===== src/mbf_pkg.sv =====
package mbf_pkg;
    // function codes served by the handler
    localparam logic [7:0] FN_READ_HOLD = 8'h03;
    localparam logic [7:0] FN_READ_INPUT = 8'h04;
    localparam logic [7:0] FN_EXEC = 8'h05;
    localparam logic [7:0] FN_STORE = 8'h06;
    // exception framing
    localparam logic [7:0] EXC_FLAG = 8'h80;
    localparam logic [7:0] EXC_ILLEGAL_FN = 8'h01;
    localparam logic [7:0] EXC_ILLEGAL_VAL = 8'h03;
    // operation codes for the execute function
    localparam logic [15:0] OP_NOP = 16'h0000;
    localparam logic [15:0] OP_RESET = 16'h0001;
    localparam logic [15:0] OP_CLR_EVENTS = 16'h0005;
    localparam logic [15:0] OP_CLR_OSC = 16'h0006;
    localparam logic [15:0] OP_VIN_BASE = 16'h1000;
    localparam logic [15:0] OP_VIN_LAST = 16'h103F;
    localparam logic [15:0] EXEC_VALUE = 16'hFF00;
    // frame crc: reflected polynomial, all-ones start
    localparam logic [15:0] CRC_INIT = 16'hFFFF;
    localparam logic [15:0] CRC_POLY = 16'hA001;
    localparam logic [15:0] CRC_RESIDUE = 16'h0000;
    // frame lengths and limits
    localparam logic [7:0] REQ_LEN = 8'h08;
    localparam logic [7:0] MIN_LEN = 8'h04;
    localparam logic [7:0] RX_CNT_MAX = 8'hFF;
    localparam int BUF_DEPTH = 8;
    localparam int MAX_REGS_DEF = 125;
    localparam int NUM_VIN_DEF = 64;

    // one byte through the crc, low bit first
    function automatic logic [15:0] crc16_byte(input logic [15:0] crc_in, input logic [7:0] data_in);
        logic [15:0] c;
        c = crc_in ^ {8'h00, data_in};
        for (int i = 0; i < 8; i++) begin
            c = c[0] ? ((c >> 1) ^ CRC_POLY) : (c >> 1);
        end
        return c;
    endfunction
endpackage


===== src/mbf_handler.sv =====
`timescale 1ns/1ps

// Functional notes
// RULE_01: read replies words, high byte first
// RULE_02: read count limited to 125 registers
// RULE_03: codes 03h and 04h read identically
// RULE_04: start address alone picks data kind
// RULE_05: master sends read request in fixed order
// RULE_06: read reply: address, function, bytecount, data, crc
// RULE_07: execute carries 16-bit operation code, high first
// RULE_08: execute code value fixed FF00
// RULE_09: execute reply echoes request exactly
// RULE_10: operation 0000 does nothing but echo
// RULE_11: operation 0001 raises reset action
// RULE_12: operation 0005 clears event records
// RULE_13: operation 0006 clears waveform captures
// RULE_14: operations 1000-103F drive virtual inputs
// RULE_15: store single writes one 16-bit setting
// RULE_16: master sends store request in fixed order
// RULE_17: store reply echoes request exactly
// RULE_18: reflected crc-16, all-ones start
// RULE_19: bad data or function gets exception
// RULE_20: bad crc or address: silent drop
// RULE_21: register map lives outside this block
module mbf_handler
    import mbf_pkg::*;
#(
    parameter int MAX_REGS = MAX_REGS_DEF,
    parameter int NUM_VIN = NUM_VIN_DEF
) (
    // clock and reset
    input wire logic ref_clk_in,
    input wire logic nrst_in,
    // own slave address
    input wire logic [7:0] slave_addr_in,
    // request bytes from the frame transport
    input wire logic [7:0] rx_byte_in,
    input wire logic rx_valid_in,
    input wire logic rx_frame_end_in,
    // reply bytes to the frame transport
    output logic [7:0] tx_byte_out,
    output logic tx_valid_out,
    output logic tx_last_out,
    input wire logic tx_ready_in,
    // register store read port
    output logic rd_en_out,
    output logic [15:0] rd_addr_out,
    input wire logic [15:0] rd_data_in,
    // register store write port
    output logic wr_en_out,
    output logic [15:0] wr_addr_out,
    output logic [15:0] wr_data_out,
    // operation actions
    output logic op_reset_out,
    output logic op_clr_events_out,
    output logic op_clr_osc_out,
    output logic [NUM_VIN-1:0] vin_state_out
);

    // refuse sizes the counters cannot carry
    if (MAX_REGS < 1 || MAX_REGS > 127) begin : g_bad_regs
        $error("MAX_REGS must be 1 to 127");
    end
    if (NUM_VIN < 1 || NUM_VIN > 64) begin : g_bad_vin
        $error("NUM_VIN must be 1 to 64");
    end

    typedef enum logic [3:0] {
        ST_RX, ST_DECODE, ST_ECHO, ST_HDR, ST_RD_REQ, ST_RD_WAIT,
        ST_RD_CAP, ST_DHI, ST_DLO, ST_CRC_LO, ST_CRC_HI
    } mbf_state_t;

    mbf_state_t state_q, state_d; // sequencer
    logic [7:0] rx_cnt_q, rx_cnt_d; // bytes seen in frame, saturating
    logic [7:0] buf_q [BUF_DEPTH]; // first request bytes
    logic [7:0] buf_d [BUF_DEPTH];
    logic [15:0] crc_rx_q, crc_rx_d; // running crc of request
    logic [15:0] crc_tx_q, crc_tx_d; // running crc of reply
    logic exc_q, exc_d; // reply is an exception
    logic [7:0] exc_code_q, exc_code_d;
    logic [2:0] idx_q, idx_d; // byte index in echo or header
    logic [6:0] rd_left_q, rd_left_d; // registers still to send
    logic [15:0] rd_addr_q, rd_addr_d;
    logic rd_en_q, rd_en_d;
    logic [15:0] word_q, word_d; // word being sent
    logic wr_en_q, wr_en_d;
    logic op_reset_q, op_reset_d;
    logic op_clr_ev_q, op_clr_ev_d;
    logic op_clr_osc_q, op_clr_osc_d;
    logic [NUM_VIN-1:0] vin_q, vin_d;
    logic [7:0] tx_byte_q, tx_byte_d; // one-byte output stage
    logic tx_vld_q, tx_vld_d;
    logic tx_last_q, tx_last_d;

    // request fields, valid once the frame is held
    logic [7:0] fn;
    logic [15:0] f_addr;
    logic [15:0] f_val;
    logic frame_ok, len_ok, op_known, is_read, out_free;
    logic [7:0] echo_byte;
    logic [5:0] vin_idx;
    assign fn = buf_q[1];
    assign f_addr = {buf_q[2], buf_q[3]};
    assign f_val = {buf_q[4], buf_q[5]};
    assign len_ok = (rx_cnt_q == REQ_LEN);
    assign echo_byte = buf_q[idx_q];
    assign vin_idx = f_addr[5:0];
    // RULE_03 both read codes
    assign is_read = (fn == FN_READ_HOLD) || (fn == FN_READ_INPUT);
    // output stage can take a byte this cycle
    assign out_free = !tx_vld_q || tx_ready_in;

    // RULE_18 crc residue check
    // a good frame leaves zero once its own crc is folded in
    assign frame_ok = (rx_cnt_q >= MIN_LEN) && (crc_rx_q == CRC_RESIDUE) && (buf_q[0] == slave_addr_in);

    // RULE_14 virtual input range
    assign op_known = (f_addr == OP_NOP) || (f_addr == OP_RESET) || (f_addr == OP_CLR_EVENTS)
        || (f_addr == OP_CLR_OSC)
        || (f_addr >= OP_VIN_BASE && f_addr <= OP_VIN_LAST && f_addr[5:0] < 6'(NUM_VIN - 1) + 6'h01)
        || (f_addr >= OP_VIN_BASE && f_addr <= OP_VIN_LAST && NUM_VIN == 64);

    // next-state and datapath
    always_comb begin
        logic push;
        logic push_crc;
        logic push_last;
        logic [7:0] pbyte;
        push = 1'b0;
        push_crc = 1'b0;
        push_last = 1'b0;
        pbyte = 8'h00;
        state_d = state_q;
        rx_cnt_d = rx_cnt_q;
        buf_d = buf_q;
        crc_rx_d = crc_rx_q;
        crc_tx_d = crc_tx_q;
        exc_d = exc_q;
        exc_code_d = exc_code_q;
        idx_d = idx_q;
        rd_left_d = rd_left_q;
        rd_addr_d = rd_addr_q;
        rd_en_d = 1'b0;
        word_d = word_q;
        wr_en_d = 1'b0;
        op_reset_d = 1'b0;
        op_clr_ev_d = 1'b0;
        op_clr_osc_d = 1'b0;
        vin_d = vin_q;
        tx_byte_d = tx_byte_q;
        tx_vld_d = tx_vld_q && !tx_ready_in;
        tx_last_d = tx_last_q;
        unique case (state_q)
            // gather bytes; the end marker is looked at only without a byte
            ST_RX: begin
                if (rx_valid_in) begin
                    if (rx_cnt_q < REQ_LEN) begin
                        buf_d[rx_cnt_q[2:0]] = rx_byte_in;
                    end
                    if (rx_cnt_q != RX_CNT_MAX) begin
                        rx_cnt_d = rx_cnt_q + 8'h01;
                    end
                    crc_rx_d = crc16_byte(crc_rx_q, rx_byte_in);
                end else if (rx_frame_end_in) begin
                    // RULE_20 silent discard
                    if (frame_ok) begin
                        state_d = ST_DECODE;
                    end else begin
                        rx_cnt_d = 8'h00;
                        crc_rx_d = CRC_INIT;
                    end
                end
            end
            // one cycle to judge the request
            ST_DECODE: begin
                idx_d = 3'd0;
                exc_d = 1'b0;
                crc_tx_d = CRC_INIT;
                state_d = ST_HDR;
                if (is_read) begin
                    // RULE_02 count limit
                    if (!len_ok || f_val == 16'h0000 || f_val > 16'(MAX_REGS)) begin
                        exc_d = 1'b1;
                        exc_code_d = EXC_ILLEGAL_VAL;
                    end else begin
                        // RULE_04 address picks data
                        rd_addr_d = f_addr;
                        rd_left_d = f_val[6:0];
                    end
                end else if (fn == FN_EXEC) begin
                    // RULE_08 fixed code value
                    if (!len_ok || f_val != EXEC_VALUE || !op_known) begin
                        exc_d = 1'b1;
                        exc_code_d = EXC_ILLEGAL_VAL;
                    end else begin
                        // RULE_07 operation code dispatch
                        state_d = ST_ECHO;
                        // RULE_11 reset action
                        op_reset_d = (f_addr == OP_RESET);
                        // RULE_12 clear event records
                        op_clr_ev_d = (f_addr == OP_CLR_EVENTS);
                        // RULE_13 clear waveform captures
                        op_clr_osc_d = (f_addr == OP_CLR_OSC);
                        // RULE_14 toggle virtual input
                        if (f_addr >= OP_VIN_BASE) begin
                            vin_d[vin_idx] = !vin_q[vin_idx];
                        end
                        // RULE_10 no-op only echoes
                    end
                end else if (fn == FN_STORE) begin
                    if (!len_ok) begin
                        exc_d = 1'b1;
                        exc_code_d = EXC_ILLEGAL_VAL;
                    end else begin
                        // RULE_15 single setting write
                        wr_en_d = 1'b1;
                        state_d = ST_ECHO;
                    end
                end else begin
                    // RULE_19 unsupported function
                    exc_d = 1'b1;
                    exc_code_d = EXC_ILLEGAL_FN;
                end
            end
            // RULE_09 echo request bytes
            // RULE_17 store echo unchanged
            ST_ECHO: begin
                if (out_free) begin
                    push = 1'b1;
                    pbyte = echo_byte;
                    idx_d = idx_q + 3'd1;
                    if (idx_q == 3'd7) begin
                        push_last = 1'b1;
                        state_d = ST_RX;
                        rx_cnt_d = 8'h00;
                        crc_rx_d = CRC_INIT;
                    end
                end
            end
            // RULE_06 reply header
            // RULE_19 exception header
            ST_HDR: begin
                if (out_free) begin
                    push = 1'b1;
                    push_crc = 1'b1;
                    idx_d = idx_q + 3'd1;
                    if (idx_q == 3'd0) begin
                        pbyte = buf_q[0];
                    end else if (idx_q == 3'd1) begin
                        pbyte = exc_q ? (fn | EXC_FLAG) : fn;
                    end else begin
                        pbyte = exc_q ? exc_code_q : {rd_left_q, 1'b0};
                        state_d = exc_q ? ST_CRC_LO : ST_RD_REQ;
                    end
                end
            end
            // fetch one register from the store
            ST_RD_REQ: begin
                rd_en_d = 1'b1;
                state_d = ST_RD_WAIT;
            end
            ST_RD_WAIT: begin
                state_d = ST_RD_CAP;
            end
            // store answers one cycle after the strobe
            ST_RD_CAP: begin
                word_d = rd_data_in;
                state_d = ST_DHI;
            end
            // RULE_01 high byte first
            ST_DHI: begin
                if (out_free) begin
                    push = 1'b1;
                    push_crc = 1'b1;
                    pbyte = word_q[15:8];
                    state_d = ST_DLO;
                end
            end
            ST_DLO: begin
                if (out_free) begin
                    push = 1'b1;
                    push_crc = 1'b1;
                    pbyte = word_q[7:0];
                    rd_left_d = rd_left_q - 7'd1;
                    rd_addr_d = rd_addr_q + 16'h0001;
                    state_d = (rd_left_q == 7'd1) ? ST_CRC_LO : ST_RD_REQ;
                end
            end
            // RULE_18 crc low then high
            ST_CRC_LO: begin
                if (out_free) begin
                    push = 1'b1;
                    pbyte = crc_tx_q[7:0];
                    state_d = ST_CRC_HI;
                end
            end
            ST_CRC_HI: begin
                if (out_free) begin
                    push = 1'b1;
                    push_last = 1'b1;
                    pbyte = crc_tx_q[15:8];
                    state_d = ST_RX;
                    rx_cnt_d = 8'h00;
                    crc_rx_d = CRC_INIT;
                end
            end
            default: begin
                state_d = ST_RX;
            end
        endcase
        // load the output stage
        if (push) begin
            tx_byte_d = pbyte;
            tx_vld_d = 1'b1;
            tx_last_d = push_last;
            if (push_crc) begin
                crc_tx_d = crc16_byte(crc_tx_q, pbyte);
            end
        end
    end

    // register everything
    always_ff @(posedge ref_clk_in) begin
        if (!nrst_in) begin
            state_q <= ST_RX;
            rx_cnt_q <= 8'h00;
            buf_q <= '{default: 8'h00};
            crc_rx_q <= CRC_INIT;
            crc_tx_q <= CRC_INIT;
            exc_q <= 1'b0;
            exc_code_q <= 8'h00;
            idx_q <= 3'd0;
            rd_left_q <= 7'd0;
            rd_addr_q <= 16'h0000;
            rd_en_q <= 1'b0;
            word_q <= 16'h0000;
            wr_en_q <= 1'b0;
            op_reset_q <= 1'b0;
            op_clr_ev_q <= 1'b0;
            op_clr_osc_q <= 1'b0;
            vin_q <= '0;
            tx_byte_q <= 8'h00;
            tx_vld_q <= 1'b0;
            tx_last_q <= 1'b0;
        end else begin
            state_q <= state_d;
            rx_cnt_q <= rx_cnt_d;
            buf_q <= buf_d;
            crc_rx_q <= crc_rx_d;
            crc_tx_q <= crc_tx_d;
            exc_q <= exc_d;
            exc_code_q <= exc_code_d;
            idx_q <= idx_d;
            rd_left_q <= rd_left_d;
            rd_addr_q <= rd_addr_d;
            rd_en_q <= rd_en_d;
            word_q <= word_d;
            wr_en_q <= wr_en_d;
            op_reset_q <= op_reset_d;
            op_clr_ev_q <= op_clr_ev_d;
            op_clr_osc_q <= op_clr_osc_d;
            vin_q <= vin_d;
            tx_byte_q <= tx_byte_d;
            tx_vld_q <= tx_vld_d;
            tx_last_q <= tx_last_d;
        end
    end

    // RULE_21 store map stays outside
    assign rd_en_out = rd_en_q;
    assign rd_addr_out = rd_addr_q;
    assign wr_en_out = wr_en_q;
    assign wr_addr_out = f_addr;
    assign wr_data_out = f_val;
    assign op_reset_out = op_reset_q;
    assign op_clr_events_out = op_clr_ev_q;
    assign op_clr_osc_out = op_clr_osc_q;
    assign vin_state_out = vin_q;
    assign tx_byte_out = tx_byte_q;
    assign tx_valid_out = tx_vld_q;
    assign tx_last_out = tx_last_q;

    // checks on the sequencer
    a_read_count_limit: assert property (@(posedge ref_clk_in) disable iff (!nrst_in) // RULE_02
        rd_en_out |-> (rd_left_q != 7'd0) && (32'(rd_left_q) <= MAX_REGS))
        else $error("read count out of range");
    a_reset_action_cause: assert property (@(posedge ref_clk_in) disable iff (!nrst_in) // RULE_11
        op_reset_out |-> (fn == FN_EXEC) && (f_addr == OP_RESET) && $past(state_q == ST_DECODE))
        else $error("reset action without its operation");
    a_clear_osc_cause: assert property (@(posedge ref_clk_in) disable iff (!nrst_in) // RULE_13
        op_clr_osc_out |-> (fn == FN_EXEC) && (f_addr == OP_CLR_OSC))
        else $error("capture clear without its operation");
    a_vin_toggle_once: assert property (@(posedge ref_clk_in) disable iff (!nrst_in) // RULE_14
        (state_q == ST_DECODE && fn == FN_EXEC && len_ok && f_val == EXEC_VALUE && op_known
            && f_addr >= OP_VIN_BASE) |=> (vin_state_out != $past(vin_state_out)))
        else $error("virtual input did not change");
    a_echo_byte_match: assert property (@(posedge ref_clk_in) disable iff (!nrst_in) // RULE_09
        (state_q == ST_ECHO && out_free) |=> tx_valid_out && (tx_byte_out == $past(echo_byte)))
        else $error("echo byte differs from request");
    a_read_bytecount: assert property (@(posedge ref_clk_in) disable iff (!nrst_in) // RULE_06
        (state_q == ST_HDR && idx_q == 3'd2 && !exc_q && out_free)
            |=> (tx_byte_out == {$past(rd_left_q), 1'b0}) ##1 (state_q == ST_RD_WAIT))
        else $error("bytecount not twice the count");
    a_exc_fn_flag: assert property (@(posedge ref_clk_in) disable iff (!nrst_in) // RULE_19
        (state_q == ST_HDR && idx_q == 3'd1 && exc_q && out_free) |=> tx_byte_out[7])
        else $error("exception function lacks top bit");
    a_bad_frame_drop: assert property (@(posedge ref_clk_in) disable iff (!nrst_in) // RULE_20
        (state_q == ST_RX && !rx_valid_in && rx_frame_end_in && !frame_ok)
            |=> (state_q == ST_RX) && (rx_cnt_q == 8'h00) [*2])
        else $error("bad frame not dropped");
    a_word_high_first: assert property (@(posedge ref_clk_in) disable iff (!nrst_in) // RULE_01
        (state_q == ST_DHI && out_free) |=> (tx_byte_out == $past(word_q[15:8])))
        else $error("register high byte not first");
    a_crc_tail_low: assert property (@(posedge ref_clk_in) disable iff (!nrst_in) // RULE_18
        (state_q == ST_CRC_LO && out_free) |=> (tx_byte_out == $past(crc_tx_q[7:0])))
        else $error("crc low byte wrong");

endmodule // mbf_handler


===== config.mk =====
export PLATFORM = sky130hd
export DESIGN_NAME = mbf_handler
export DESIGN_NICKNAME = d
export VERILOG_FILES = /design/src/mbf_pkg.sv /design/src/mbf_handler.sv
export SDC_FILE = /design/constraint.sdc
export NUM_CORES = 1
export LEC_CHECK = 0
export BUFFER_PORTS_ARGS = -buffer_cell sky130_fd_sc_hd__buf_2
export CORE_UTILIZATION = 47
export DETAILED_ROUTE_END_ITERATION = 12
export PLACE_DENSITY = 0.67
export REMOVE_ABC_BUFFERS = 1
export SYNTH_ARGS = -nofsm -noshare
export SYNTH_HDL_FRONTEND = slang
export SYNTH_SLANG_ARGS = --single-unit

===== constraint.sdc =====
create_clock -name ref_clk_in -period 4.2 [get_ports ref_clk_in]
set_input_delay 1.05 -clock ref_clk_in [delete_from_list [all_inputs] [get_ports ref_clk_in]]
set_output_delay 1.05 -clock ref_clk_in [all_outputs]
set_load 0.03 [all_outputs]

# Word-level counts from Yosys, hierarchy flattened
# Cells that the tools add are included.
# classes
order_cmp,11
n_mux,107
n_eq_ne,45
bitwise_logic,26
addsub,4
n_reduce_logical,44
# op_table
operator,n
$mux W16,28
$mux W8,26
$bwmux W64,2
$mux W4,16
$logic_not A16 Y1,3
$not A2 Y3,16
$pmux W16 S3,1
$pmux W8 S6,1
$pmux W4 S11,1
$eq A16 B3 Y1 const B,2
$pmux W16 S2,1
$xor A16 B8 Y16,2
$ne A2 B2 Y1 const B,14
$bmux W8 S3,1
$demux W8 S3,1
$eq A8 B3 Y1 const B,3
$pmux W8 S3,1
$mux W7,3
$mux W1,19
$add A16 B1 Y16 const B,1
$eq A16 B1 Y1 const B,1
$eq A4 B3 Y1 const B,4
$ge A16 B13 Y1 const B,1
$gt A16 B7 Y1 const B,1
52 further kinds,88
# word_totals
in_bits,37
reg_bits,238
out_inout_bits,127

# Longest topological paths before layout
# Gate-level depths: netlist (run 1).
# depth
word_depth,25
depth_mapped,14
depth_no_buf,11

# Least setup slack after synthesis (run 1)
# Ideal clock, no wire load.
# synth_path
kind,reg2reg
startpoint,reg idx_q[0]
endpoint,reg crc_tx_q[0]
t_arrival_ns,3.120
required_time_ns,4.071
setup_time_ns,0.129
stages_incl_launch_ff,14
setup_slack_ns,0.951
cell_sequence,dfxtp_1 > buf_2 > buf_2 > inv_1 > ha_1 > or3b_1 > a21oi_1 > o211ai_1 > o21ai_2 > xnor3_1 > xnor3_1 > xnor3_2 > nor4b_2 > a211oi_1
# synth_via
elab_chain_cells,18
word_cells_on_any_way,29
cone_classes,eq/ne: 1; mux: 18; bitwise: 9; reduce/logical: 1
# synth_rtl
item,line_no,rtl
from (decl),mbf_handler.sv:81,"logic [2:0] idx_q, idx_d;"
from (signal assigned),mbf_handler.sv:353,idx_q <= idx_d;
$not A3 Y4 (implied by the code),mbf_handler.sv:106,assign echo_byte = buf_q[idx_q];
$bmux W8 S3,mbf_handler.sv:106,
$mux W8 (implied by the code) (2 in series),mbf_handler.sv:106,
$mux W8,mbf_handler.sv:228,if (out_free) begin
$pmux W8 S6 *,mbf_handler.sv:153,unique case (state_q)
$xor A16 B8 Y16 *,mbf_pkg.sv:34,"c = crc_in ^ {8'h00, data_in};"
$mux W16 * (6 in series),mbf_pkg.sv:36,c = c[0] ? ((c >> 1) ^ CRC_POLY) : (c >> 1);
$not A2 Y3 (no source line) / $mux W16 (equally long branches),n/a,
$mux W16 * (2 in series),mbf_pkg.sv:36,
$mux W16 *,mbf_handler.sv:316,if (push_crc) begin
$mux W16 *,mbf_handler.sv:312,if (push) begin
to (signal assigned),mbf_handler.sv:350,crc_tx_q <= crc_tx_d;
to (decl),mbf_handler.sv:78,"logic [15:0] crc_tx_q, crc_tx_d;"
# Every way passes the cells marked *; elsewhere a longest branch is shown, timed or not. The select of a mux whose other input is x is not followed.
# A chain may end at the register's enable or synchronous reset.

# Worst setup path in the final report (run 1)
# layout_path
startpoint,reg rx_cnt_q[5]
endpoint,reg vin_q[26] (netlist: vin_state_out[26])
# layout_via
elab_chain_cells,6
# layout_rtl
item,line_no,rtl
from (decl),mbf_handler.sv:74,"logic [7:0] rx_cnt_q, rx_cnt_d;"
from (signal assigned),mbf_handler.sv:347,rx_cnt_q <= rx_cnt_d;
$eq A8 B4 Y1,mbf_handler.sv:105,assign len_ok = (rx_cnt_q == REQ_LEN);
$logic_not A1 Y1,n/a,
$logic_or A1 B1 Y1 (2 in series),mbf_handler.sv:192,if (!len_ok || f_val != EXEC_VALUE || !op_known) begin
$not A1 Y1 (no source line),n/a,
$reduce_and A5 Y1 (no source line),n/a,
to (signal assigned),mbf_handler.sv:362,vin_q <= vin_d;
to (decl),mbf_handler.sv:90,"logic [NUM_VIN-1:0] vin_q, vin_d;"
# No other way between the ends.

==> run summary, run 1 <==
Peak supply drop -> 251.7 µV
DP Area -> 13830 µm²
Clock Skew -> 0.009962 ns
PwrDens -> 432.8 nW/µm²
Number of global-route vias before repair -> 11.02k
Syn Area/Cell -> 8.347 µm²
WL per Instance -> 19.91 µm
CP arrival -> 3.97 ns
Final Cell Area -> 14720 µm²
WS Path Type -> reg -> reg
Largest net degree at the start of global routing -> 79
Gate count of the mapped netlist -> 1565
Cell Area, Synth -> 13060 µm²
R2R Path Start -> rx_cnt_q[5]
Endpoints failing hold -> 0
Hold buffer count at cts -> 0
Post-synth EDFFs -> 0
Ys Warns -> 0
Vias per inst -> 5.758
Initial antenna violation count -> 0
# setup viols final -> 0
Die ar. -> 28470 µm²
Synth unique cells -> 90
Gr ovfl total -> 0
Critical path required time -> 4.61 ns
Setup ws final -> 0.6385 ns
Leakage -> 5.613 nW
Final period demand of the worst path -> 3.562 ns
Clock sinks -> 232
Post-place setup slack -> 0.5899 ns
Slew headroom -> 45.82%
Worst-path fanout max -> 15
Site row count -> 60
DR iter-0 viols -> 726
Max_cap viols -> 0
Post-synth top flop -> dfxtp_1
CTS resizes -> 0
Async S/R FF share, synth -> 0%
Clock root cell -> clkbuf_16
Fmax achieved -> 280.8 MHz
Critical path origin -> rx_cnt_q[5]
Fillers -> 2548
Status -> finished clean
IO Port Bufs -> 163
Final Slew Violations -> 0
Die height -> 168.7 µm
CORE AREA -> 27100 µm²
RSZ-0062 raised after global routing -> false
Worst Tran Pin Value -> 0.8064 ns
Seq/Total Area, Yosys -> 35.55%
Layout area overhead -> 12.70%
HP Class -> reg -> reg
Clock buffer depth -> 3
HP Start -> word_q[3]
Clock Latency Late Sink -> 0.53 ns
Clock slew at reported path FFs -> 0.06 ns
CTS tree -> yes
# IOs -> 164
Share of post-route cells with drive strength above 1 -> 18.86%
Final #Nets -> 1678
Width of the chip -> 168.7 µm
H-tree depth -> 1
Final Cycle Share -> 84.80%
DR DRC count -> 0
Post-DP HPWL -> 28.51 mm
Gpl congestion -> 0.9165
Drt total wl -> 40.24 mm
Routed Antenna Nets -> 0
Starting density of the core -> 48.20%
Antenna Diode Count -> 0
GRT Overall Usage -> 27.91%
Total CTS buffers -> 26
Crit path launch type -> flip-flop
Endpoint class of the critical path -> flip-flop
Reg-to-reg slack, setup -> 0.64 ns
Global-route wire length before repair -> 62.98 mm
Post-CTS setup buffers -> 0
Synth Register Bits -> 232
Routed vias -> 11.64k
Initial DRT Pass Iterations -> 5
cell usage in the layout, fill, tap and decap left out, types with 15 or more instances in the layout:
cell	n
a21boi_0	75
mux2i_1	73
nor4_1	16
xor2_1	22
a21oi_1	48
o21ai_0	121
buf_4	34
xnor2_1	32
nor2b_1	111
nand2_1	163
nor2_1	138
nand2b_1	15
nand3_1	22
clkbuf_16	27
dfxtp_1	232
buf_2	162
mux2_2	16
nor3_1	42
and2_1	22
layer usage:
layer	global-route usage (%)	wire length (µm)	up-vias
met3	6.757	3123	91
met2	44.50	18120	414
met1	36.67	17640	5507
li1	-	-	5624
met5	0	0	-
met4	9.921	1357	0
registers in the layout (all words and copies together), names as in the netlist, 4 cells and up:
| signal | flops |
|---|---|
| tx_byte_out | 8 |
| wr_addr_out | 16 |
| rx_cnt_q | 8 |
| wr_data_out | 16 |
| state_q | 4 |
| crc_rx_q | 16 |
| rd_left_q | 7 |
| rd_addr_out | 16 |
| buf_q | 24 |
| fn | 8 |
| word_q | 16 |
| crc_tx_q | 16 |
| vin_state_out | 64 |
logic make-up after synthesis:
family	count (synthesis)	synth area share, %
AND/OR/NAND/NOR	610	23.85
XOR/XNOR	60	4.521
multiplexers	104	9.329
AO/OA/AOI/OAI	382	19.50
adder cells (fa/ha/maj)	9	0.8620
buffers and inverters	168	6.388
flip-flops	232	35.55
worst paths after layout:
check,end,cells after the start
hold reg to reg,word_q[3],2
hold / removal,word_q[3],2
setup / recovery,vin_state_out[26],8
setup reg to reg,vin_state_out[26],8
stage by stage:
step	total power, mW	hold WS [ns]	TNS, ns	utilization [%]	instances
after floorplan	3.582	0.4324	-11.68	-	1407
after global placement	4.005	0.4418	0	51.02	1976
after detailed placement	4.030	0.4615	0	51.02	1976
after CTS	6.398	0.4745	0	54.33	2021
after global routing	6.655	0.4937	0	54.33	2021
final	6.372	0.4706	0	54.33	2021
final cells by class:
class / instances / area, µm² / share of cell area [%]
Clock inverter: 6 / 83.83 / 0.5694
Multi-Input combinational cell: 1165 / 7595 / 51.58
Clock buffer: 39 / 810.8 / 5.507
Inverter: 10 / 37.54 / 0.2549
Timing Repair Buffer: 197 / 1086 / 7.377
Tap cell: 372 / 465.4 / 3.161
Sequential cell: 232 / 4644 / 31.55
cell usage after synthesis (all sizes together), types with 6 or more instances:
library cell,n,share of area [%]
o21ai,128,5.0
o221ai,10,0.67
a22oi,12,0.69
dfxtp,232,36
or4,7,0.40
o22ai,14,0.67
xnor2,34,2.4
clkbuf,97,2.8
nand4,14,0.67
a21boi,89,5.1
mux2,19,1.6
nand2,164,4.7
and2,23,1.1
nor4,16,0.77
xor2,23,1.6
o221a,13,1.1
ha,9,0.86
nand3b,6,0.34
a211oi,8,0.46
and3,11,0.53
nor2b,112,5.4
a21oi,50,1.9
nor3,46,2.0
buf,61,3.3
nor3b,9,0.59
nand2b,15,0.72
a32oi,6,0.40
nand3,22,0.84
mux2i,73,5.6
inv,9,0.26
a31oi,11,0.62
nor2,140,4.1
mux4,12,2.1
critical path: stages (launching register included):
cell and delay, ns:
dfxtp_1 0.34, or4_1 0.61, nor3_1 0.70, nand3_1 0.16, nand4bb_1 0.31, nor3_2 0.36, nand2_1 0.50, o21ai_0 0.34
a21boi_0 0.12
power by group:
part | internal (mW) | leakage (nW) | switching, mW
clock network | 1.44 | 0.445 | 0.930
registers | 2.38 | 1.87 | 0.261
logic | 0.572 | 3.29 | 0.786
total | 4.39 | 5.61 | 1.98
No activity file was read; power rests on OpenSTA's default activity.
==> run 2: changes to the inputs <==
--- a/config.mk
+++ b/config.mk
@@ -5,6 +5,7 @@
 export SDC_FILE = /design/constraint.sdc
 export NUM_CORES = 1
 export LEC_CHECK = 0
+export ABC_AREA = 1
 export BUFFER_PORTS_ARGS = -buffer_cell sky130_fd_sc_hd__buf_2
 export CORE_UTILIZATION = 47
 export DETAILED_ROUTE_END_ITERATION = 12
==> constraint.sdc (replaced) <==
create_clock -name ref_clk_in -period 3.5 [get_ports ref_clk_in]
set_input_delay 0.875 -clock ref_clk_in [delete_from_list [all_inputs] [get_ports ref_clk_in]]
set_output_delay 0.875 -clock ref_clk_in [all_outputs]
set_load 0.03 [all_outputs]
==> run 2 against run 1 <==
Effect of this change: flip-flop and latch count unchanged; largest cell class unchanged; critical path depth increased by 2; non-clock buffer count is 4 higher; area after synthesis down 5.5%; highest routed layer unchanged; fmax up 14%; core utilization is 1.2 points higher; worst hold slack got worse by 0.027 ns; setup slack got worse by 0.26 ns; critical path type unchanged; first-iteration DRC count up 90%.
==> run summary, run 2 <==
Status -> finished clean
Global-route wire length before repair -> 62.18 mm (-1.3%)
Peak supply drop -> 345.1 µV (+37%)
CP top delay family -> simple AND/OR/NAND/NOR gates
Fmax achieved -> 320.8 MHz (+14%)
Max_cap viols -> 0 (unchanged)
Post-DP HPWL -> 28.83 mm (+1.1%)
Total CTS buffers -> 26 (unchanged)
Routed Antenna Nets -> 0 (unchanged)
Site row count -> 58 (-3.3%)
CORE AREA -> 25470 µm² (-6.0%)
CTS tree -> yes
Post-synth EDFFs -> 0 (unchanged)
Final Slew Violations -> 0 (unchanged)
WL per Instance -> 17.64 µm (-11%)
Synth Register Bits -> 232 (unchanged)
Die ar. -> 26920 µm² (-5.4%)
Synth area leader -> dfxtp_1
Sequential Power Share -> 45.3% (+3.9 points)
Async S/R FF share, synth -> 0% (unchanged)
Worst Tran Pin Value -> 0.7923 ns (-0.01414 ns)
Gate count of the mapped netlist -> 1823 (+16%)
Combinational power share -> 7.6% (-14 points)
Critical path required time -> 3.98 ns (-0.63 ns)
Most common cell in the synthesized netlist -> nand2_1
Initial antenna violation count -> 0 (unchanged)
Die height -> 164.1 µm (-2.8%)
CP Cell Sequence -> nand3_2 -> inv_1 -> nor3_1 -> o21ai_0 -> nand4_1 -> nor3_4 -> nand3_1 -> nor2_1 -> o21ai_0 -> a21oi_1
Slew headroom -> 46.77% (+0.95 points)
Number of global-route vias before repair -> 11.55k (+4.8%)
Max reg flops -> 64 (unchanged)
Clock root cell -> clkbuf_16
DR iter-0 viols -> 1380 (+90%)
DR DRC count -> 0 (unchanged)
Hold Slack -> 0.4441 ns (-0.02655 ns)
# IOs -> 164 (unchanged)
CTS resizes -> 0 (unchanged)
Largest stage delay on the critical path -> 0.55 ns (-0.15 ns)
PwrDens -> 427.9 nW/µm² (-1.1%)
Synth area leaders -> dfxtp_1 (38%), o21ai_0 (9.9%), nand2_1 (8.7%), a21oi_1 (7.7%), nand3_1 (6.3%)
Drt total wl -> 40.14 mm (-0.25%)
IO Port Bufs -> 163 (unchanged)
Worst-path fanout max -> 10 (-5)
Clock Skew -> 0.02842 ns (+0.01846 ns)
Gr ovfl total -> 0 (unchanged)
Width of the chip -> 164.1 µm (-2.8%)
Ys Warns -> 0 (unchanged)
# setup viols final -> 0 (unchanged)
Routed vias -> 13.01k (+12%)
Gpl congestion -> 0.9157 (about the same)
Clock Latency Late Sink -> 0.55 ns (+0.02 ns)
Internal -> 4.561 mW (+3.8%)
Leading cell type in the layout, fill and taps excluded -> nand2_1
Dpl cells -> 2229 (+13%)
CP arrival -> 3.59 ns (-0.38 ns)
Crit path launch type -> flip-flop
Final #Nets -> 1973 (+18%)
Syn Area/Cell -> 6.772 µm² (-19%)
CP bufs+invs -> 1 (+1)
Cell Area, Synth -> 12350 µm² (-5.5%)
Slowest CP cell -> dfxtp_1
Synth unique cells -> 41 (-54%)
Share of the synthesized area in the top cell type -> 37.62% (+2.1 points)
Clk pwr share -> 47.1% (+9.8 points)
Final period demand of the worst path -> 3.117 ns (-0.4445 ns)
Commonest non-fill, non-tap cells in the layout -> nand2_1 (286), o21ai_0 (245), dfxtp_1 (232), nor2_1 (191), a21oi_1 (190)
Final Non-Filler Cells -> 2276 (+13%)
HP Class -> reg -> reg
Synth cell count leaders -> nand2_1 (286), o21ai_0 (245), dfxtp_1 (232)
Leakage -> 6.179 nW (+10%)
Endpoints failing hold -> 0 (unchanged)
Most common cell on crit path -> o21ai_0
R2R cell count -> 10 (+2)
Sw Share -> 24.66% (-6.4 points)
Starting density of the core -> 48.47% (+0.26 points)
WS Path Type -> reg -> reg
Post-synth top flop -> dfxtp_1
Worst Hold Depth -> 2 (unchanged)
Seq/Total Area, Yosys -> 37.62% (+2.1 points)
Antenna Diode Count -> 0 (unchanged)
Largest net degree at the start of global routing -> 77 (-2.5%)
Post-CTS setup buffers -> 0 (unchanged)
Endpoint class of the critical path -> flip-flop
Initial DRT Pass Iterations -> 5 (unchanged)
Hold buffer count at cts -> 0 (unchanged)
Share of post-route cells with drive strength above 1 -> 13.72% (-5.1 points)
Reg-to-reg slack, setup -> 0.38 ns (-0.26 ns)
Clock sinks -> 232 (unchanged)
GRT Overall Usage -> 29.31% (+1.4 points)
Vias per inst -> 5.717 (-0.71%)
Clock slew at reported path FFs -> 0.06 ns (about the same)
H-tree depth -> 1 (unchanged)
RSZ-0062 raised after global routing -> false
Final Cycle Share -> 89.06% (+4.3 points)
Clock buffer depth -> 3 (unchanged)
Layout area overhead -> 14.60%
P_sw -> 1.493 mW (-24%)
CP Depth -> 10 (+2)
## run 2: per-layer routing
metal	GRT usage [%]	routed length, µm	part of all wire, %	up-vias
met2	46.95	17920	45	603
li1	-	-	-	6376
met4	11.66	1424	3.5	0
met3	4.293	3309	8.2	99
met5	0	0	0	-
met1	39.45	17480	44	5933
## run 2: layout make-up
class                   instances  area [µm²]
clock buffers                  35       744.5
clock inverters                12       153.9
fillers                      2514       11320
inverters                     165       619.3
multi-input cells            1301        6457
flip-flops and latches        232        4644
well taps                     330       412.9
repair buffers                201        1116
## run 2: power by group through the flow
stage / Combinational, mW / Sequential [mW] / Clock, mW
floorplan: 0.285 / 2.79 / 0
global placement: 0.448 / 2.80 / 0
detailed placement: 0.452 / 2.80 / 0
CTS: 0.456 / 2.74 / 2.88
global route: 0.510 / 2.75 / 2.99
finish: 0.463 / 2.74 / 2.85
## run 2: worst min-delay path, stage by stage, from the launching register on
cell	delay, ns
dfxtp_1	0.30
inv_1	0.04
a21oi_1	0.05
## run 2: per-stage QoR
step / area (µm²) / setup TNS, ns / worst slack (ns) / power, mW / utilization (%)
after floorplan: 11720 / -25.54 / -0.3708 / 3.074 / -
after global placement: 13250 / 0 / 0.5494 / 3.247 / 52.02
after detailed placement: 13250 / 0 / 0.4568 / 3.252 / 52.02
after CTS: 14150 / 0 / 0.4836 / 6.081 / 55.55
after global routing: 14150 / 0 / 0.09312 / 6.246 / 55.55
final: 14150 / 0 / 0.3830 / 6.055 / 55.55
## run 2: cells by family (layout without fill, tap and decap cells)
group / count (synthesis) / count (layout) / share of synthesized area [%]
AND/OR/NAND/NOR: 733 / 733 / 26.00
AO/OA/AOI/OAI: 519 / 519 / 22.51
XOR/XNOR: 40 / 40 / 2.838
adder cells (fa/ha/maj): 9 / 9 / 0.9121
flip-flops: 232 / 232 / 37.62
buffers and inverters: 290 / 413 / 10.12
## run 2: final timing paths
path                       end            from
max          vin_state_out[57]  wr_addr_out[0]
min                   buf_q[7]        buf_q[7]
max reg2reg  vin_state_out[57]  wr_addr_out[0]
min reg2reg           buf_q[7]        buf_q[7]
